--- src/hw/btm_pkg.sv ---
package btm_pkg;
   // Timing in nanoseconds and clock rate
   localparam int unsigned CLK_PERIOD_NS = 50;
   localparam int unsigned TICK_PERIOD_NS = 250;
   localparam int unsigned TICK_CYCLES = TICK_PERIOD_NS / CLK_PERIOD_NS;
   localparam int unsigned BASE_TIMEOUT_NS = 4000;
   localparam int unsigned EXT_TIMEOUT_NS = 5600;
   // Counter ticks to overflow, per variant
   localparam int unsigned CNT_WIDTH = 4;
   localparam int unsigned BASE_TICKS = BASE_TIMEOUT_NS / TICK_PERIOD_NS;
   localparam int unsigned EXT_TICKS = EXT_TIMEOUT_NS / TICK_PERIOD_NS;
   localparam int unsigned ADDR_WIDTH = 24;
   localparam logic [23:0] LOCATE_RESET = 24'h000000;
   typedef enum logic [1:0] {
      BTM_IDLE,
      BTM_TIMING,
      BTM_FAULT
   } btm_state_e;
endpackage

--- src/hw/btm_monitor.sv ---
`timescale 1ns/1ps
// Notes on behaviour
// - Fault line driven open-collector only
// - Cycle ends on fault; exception in the same cycle as release
// - Six-bit counter cleared while strobe negated
// - Count 4 MHz ticks, fault on overflow
// - Extended variant times out at 5.5 us
// - Time strobe width, not the acknowledge
// - Latch first timed-out probe address as memory base
// - Page fault asserts fault only while acknowledge is negated
module btm_monitor
   import btm_pkg::*;
#(
   parameter bit EXTENDED = 1'b0,
   parameter int unsigned AW = ADDR_WIDTH
) (
   // Clock and reset
   input wire logic clock,
   input wire logic reset,
   input wire logic clk_en,
   // Bus side, active-low strobe and fault
   input wire logic buffered_addr_strobe_n,
   input wire logic transfer_acknowledge_n,
   input wire logic [AW-1:0] bus_addr,
   input wire logic bus_fault_line_n_in,
   output logic bus_fault_line_oe,
   output logic bus_fault_line_out,
   // Processor side
   input wire logic page_fault,
   input wire logic probe_active,
   output logic cycle_abort,
   output logic fault_exception,
   output logic [AW-1:0] mem_base,
   output logic mem_base_valid
);
   // ***********************************************
   // Timeout counter
   // ***********************************************
   localparam int unsigned LIMIT = EXTENDED ? EXT_TICKS : BASE_TICKS;
   localparam logic [5:0] LIMIT_M1 = 6'(LIMIT - 1);

   btm_state_e state_q, state_d;
   logic [5:0] cnt_q, cnt_d;
   logic tick;
   logic strobe;
   logic line_low_q, line_low_d;
   logic abort_q, abort_d;
   logic exc_q, exc_d;
   logic [AW-1:0] base_q, base_d;
   logic base_v_q, base_v_d;

   assign strobe = !buffered_addr_strobe_n;

   btm_tick_gen u_tick (
      .clock(clock),
      .reset(reset),
      .clk_en(clk_en),
      .run(strobe && state_q == BTM_TIMING),
      .tick(tick)
   );

   always_comb begin
      state_d = state_q;
      cnt_d = cnt_q;
      line_low_d = line_low_q;
      abort_d = 1'b0;
      exc_d = 1'b0;
      base_d = base_q;
      base_v_d = base_v_q;
      case (state_q)
         BTM_IDLE: begin
            cnt_d = 6'h00;
            if (strobe) begin
               state_d = BTM_TIMING;
            end
         end
         BTM_TIMING: begin
            if (!strobe) begin
               // Acknowledge only ends the strobe
               state_d = BTM_IDLE;
               cnt_d = 6'h00;
            end else if (page_fault && transfer_acknowledge_n) begin
               state_d = BTM_FAULT;
               line_low_d = 1'b1;
               abort_d = 1'b1;
            end else if (tick && cnt_q == LIMIT_M1) begin
               // Overflow
               state_d = BTM_FAULT;
               line_low_d = 1'b1;
               abort_d = 1'b1;
               if (probe_active && !base_v_q) begin
                  base_d = bus_addr;
                  base_v_d = 1'b1;
               end
            end else if (tick) begin
               cnt_d = cnt_q + 6'h01;
            end
         end
         BTM_FAULT: begin
            // Hold until strobe drops
            if (!strobe) begin
               state_d = BTM_IDLE;
               cnt_d = 6'h00;
               line_low_d = 1'b0;
               exc_d = 1'b1;
            end
         end
         default: begin
            state_d = BTM_IDLE;
         end
      endcase
   end

   always_ff @(posedge clock) begin
      if (reset) begin
         state_q <= BTM_IDLE;
         cnt_q <= 6'h00;
         line_low_q <= 1'b0;
         abort_q <= 1'b0;
         exc_q <= 1'b0;
         base_q <= LOCATE_RESET[AW-1:0];
         base_v_q <= 1'b0;
      end else if (clk_en) begin
         state_q <= state_d;
         cnt_q <= cnt_d;
         line_low_q <= line_low_d;
         abort_q <= abort_d;
         exc_q <= exc_d;
         base_q <= base_d;
         base_v_q <= base_v_d;
      end
   end

   // Open-collector: only ever pulls low, never drives high
   assign bus_fault_line_oe = line_low_q;
   assign bus_fault_line_out = 1'b0;
   assign cycle_abort = abort_q;
   assign fault_exception = exc_q;
   assign mem_base = base_q;
   assign mem_base_valid = base_v_q;
endmodule

--- src/hw/btm_tick_gen.sv ---
`timescale 1ns/1ps
// Divides the 20 MHz clock to a 4 MHz tick; restarts with each strobe
module btm_tick_gen
   import btm_pkg::*;
#(
   parameter int unsigned DIV = TICK_CYCLES
) (
   // Clock and control
   input wire logic clock,
   input wire logic reset,
   input wire logic clk_en,
   input wire logic run,
   // Tick out
   output logic tick
);
   logic [2:0] div_q, div_d;
   logic tick_d, tick_q;

   always_comb begin
      div_d = div_q;
      tick_d = 1'b0;
      if (!run) begin
         div_d = 3'h0;
      end else if (div_q == 3'(DIV - 1)) begin
         div_d = 3'h0;
         tick_d = 1'b1;
      end else begin
         div_d = div_q + 3'h1;
      end
   end

   always_ff @(posedge clock) begin
      if (reset) begin
         div_q <= 3'h0;
         tick_q <= 1'b0;
      end else if (clk_en) begin
         div_q <= div_d;
         tick_q <= tick_d;
      end
   end

   assign tick = tick_q & run;
endmodule

--- config.mk ---
export PLATFORM = sky130hd
export DESIGN_NAME = btm_monitor
export DESIGN_NICKNAME = d
export VERILOG_FILES = /design/src/hw/btm_pkg.sv /design/src/hw/btm_monitor.sv /design/src/hw/btm_tick_gen.sv
export SDC_FILE = /design/constraint.sdc
export NUM_CORES = 1
export LEC_CHECK = 0
export BUFFER_PORTS_ARGS = -buffer_cell sky130_fd_sc_hd__buf_4
export CAP_MARGIN = 0
export CORE_ASPECT_RATIO = 1.5
export CORE_MARGIN = 3
export CORE_UTILIZATION = 50
export DETAILED_ROUTE_END_ITERATION = 8
export GPL_TIMING_DRIVEN = 1
export PLACE_DENSITY = 0.89
export SYNTH_ARGS = -nofsm -noshare
export SYNTH_HDL_FRONTEND = slang
export SYNTH_HIERARCHICAL = 1
export SYNTH_SLANG_ARGS = --single-unit
--- constraint.sdc ---
create_clock -name clock -period 2.4 [get_ports clock]
set_input_delay 0.12 -clock clock [delete_from_list [all_inputs] [get_ports clock]]
set_output_delay 0.12 -clock clock [all_outputs]
set_load 0.03 [all_outputs]
==> results.toml <==
[setup_path]
worstSetupPathType = "flop to flop"
path_max_fanout = 24
critPathRequiredTime_ns = 2.56
slowest_delay_ns = 0.33
worst-endpoint-arrival_ns = 2.32
cp_slowest_cell = "dfxtp_1"
setup.worst_path.start_class = "flop"
cp_buf_inv_count = 3
critical-path-top-delay-family = "compound AO/OA/AOI/OAI gates"
critPathCaptureType = "flop"
crit_path_cell_trace = "inv_1 > ha_1 > nand2b_1 > inv_2 > and2_2 > a21boi_4 > nand4_1 > buf_4 > o21ai_0 > a21oi_1"

[floorplanning]
num_io_pins = 61
die_width_microns = 56.89
std_cell_rows = 27
chipHeight_microns = 82.33
die_ar_sq_um = 4683
core_area_sq_um = 3716
initial_utilization = 0.5226

[route]
route.antenna.remaining_nets = 0
wl_per_cell_microns = 15.47
drtPass1Iterations = 4
route.detailed.drc = 0
wl_met3_microns = 307
num_vias = 1883
wl_met2_microns = 2632
postRouteWirelength_microns = 4967
wirelength_met1_microns = 1919
viasPerCell = 5.866
dr.first_iter.drc_count = 69
top_layer = "met4"

[global_routing]
grt_first_pass_wirelength_microns = 8183
grt_pass1_vias = 1813
grt_antenna_before_repair = 0
largest_net_degree_at_the_start_of_global_routing = 39
gr-total-overflow = 0
grtUsageTotal = 0.2185

[sta]
slew_violations = 0
setup_violations = 0
period_share = 0.8984
fin_setup_tns_ns = 0
clock_skew_ns = 0.003811
rsz0062_at_grt = "false"
finalHoldViolCount = 0
timing.fmax_ghz = 0.4638
layout_min_cycle_time_ns = 2.156

[cts]
clock_tree.root_cell = "clkbuf_8"
cts-hold-fix-buffers = 0
cts.htree.levels = 2
clk-insertion-delay-late_ns = 0.29
tritoncts_clock_tree = "done"
clk_pin_slew_worst_paths_ns = 0.07
post_cts.resized_instances = 0
clock_sinks = 40
clockBufferDepth = 2
cts_buf_count = 5
post_cts.repair.setup_buffers = 0

[synthesis]
yosysMostFrequentCell = "dfxtp_1"
async_reset_ff_frac = 0
arithmetic_cell_share_of_the_synthesized_area_counting_full_adders_half_adders_and_majority_gates = 0.04510
synth_top_family_by_area = "compound AO/OA/AOI/OAI gates"
area_fraction_in_compound_gates_after_synthesis = 0.2429
yosys-top-cells-area = "dfxtp_1, a21oi_1, nand3_1"
ys_seq_area_frac = 0.4124
syn-num-nets = 263
synth_warnings = 6
synth_cells = 224
edff_count_synth = 0
syn_area_sq_um = 1942
syn-mean-instance-area_sq_um = 8.669
number_of_synthesized_register_bits = 40
netlist.area_leader.share = 0.4124
ys_types = 47
synth_xor_area_frac = 0
synth_commonest_cells = "dfxtp_1, a21oi_1, nand3_1"
post_synth_mux_area_share = 0.01546
post_synth_and_or_nand_nor_area_fraction = 0.2075
netlist.top_cell.by_area = "dfxtp_1"
synth-main-ff-cell = "dfxtp_1"

[run_status]
run_status = "completed"

[cells_and_area]
finish.utilization = 0.6754
diodes_inserted = 0
syn2layout_area_growth_pct = 29.25
drive_gt1_frac = 0.2770
final_net_count = 317
instances_no_fill = 321

[place]
cell_count_after_placement = 314
gp_routability_congestion = 0.7605
numPortBuffers = 58
place_hpwl_microns = 3470

[pwr]
irDropWorstVdd_uv = 464.7
power.density_nw_per_um2 = 564.5
p_leak_nw = 1.022

[min_path]
hold_path_class = "input pin to flop"

[run]
cap_violations = 0
metrics by stage:
stage / power (mW) / hold slack [ns] / setup slack (ns) / cell area, sq um
2_1_floorplan: 0.7391 / 0.1891 / 0.4251 / 1942
3_3_place_gp: 0.7920 / 0.3902 / 0.3606 / 2381
3_5_place_dp: 0.7956 / 0.3919 / 0.2962 / 2381
4_1_cts: 1.425 / 0.08251 / 0.2621 / 2510
5_1_grt: 1.460 / 0.09123 / 0.02818 / 2510
6_report: 1.417 / 0.08932 / 0.2439 / 2510
kinds of logic (layout without fill, tap and decap cells):
group                    after synthesis  in the layout
AND/OR/NAND/NOR                       66             66
other                                  1              1
adder cells (fa/ha/maj)                7              7
AO/OA/AOI/OAI                         79             79
buffers and inverters                 28             82
multiplexers                           3              3
flip-flops                            40             40
cell type report:
type                       instances  area, sq um
clock buffer                       5        68.82
clock inverter                     2        60.06
inverter                          12        45.04
timing repair buffer              63        485.5
sequential                        40        800.8
multi-input combinational        156        996.0
tap                               43        53.80
fill                             309         1206
power breakdown:
group | internal [mW] | switching [mW]
clock network | 0.409 | 0.226
logic | 0.0516 | 0.0609
registers | 0.666 | 0.00325
worst reg2reg max path, cell delays in order, from the launching register on:
cell,delay (ns)
dfxtp_1,0.33
inv_1,0.10
ha_1,0.26
nand2b_1,0.15
inv_2,0.08
and2_2,0.16
a21boi_4,0.31
nand4_1,0.13
buf_4,0.22
o21ai_0,0.20
a21oi_1,0.09
state kept, by name, summed over array words and instances, names as in the netlist:
name and cells:
mem_base 24, cnt_q 6, u_tick/div_q 3, state_q 2, bus_fault_line_oe 1, cycle_abort 1
fault_exception 1, mem_base_valid 1, u_tick/tick_q 1
worst paths after layout:
kind / startpoint / slack (ns) / to / cells past startpoint
setup reg to reg: state_q[1] / 0.24 / mem_base[14] / 10
hold reg to reg: u_tick/tick_q / 0.45 / u_tick/tick_q / 2
setup / recovery: state_q[1] / 0.24 / mem_base[14] / 10
hold / removal: bus_addr[22] / 0.09 / mem_base[22] / 3
metal layers:
| metal | global-route usage | vias to the layer above |
|---|---|---|
| met4 | 0.09977 | 0 |
| met3 | 0.03888 | 10 |
| met2 | 0.4153 | 72 |
| met5 | 0 | - |
| met1 | 0.2308 | 876 |
| li1 | - | 925 |
placed cells by master (no fill, tap or decap), drive strengths merged, types with 4 or more instances in the layout:
cell    instances
buf            63
dfxtp          40
a21oi          33
nand3          30
o21ai          27
inv            11
nand2           9
ha              7
nand4           5
clkbuf          5
a31oi           4
(Power assumes the default switching activity.)
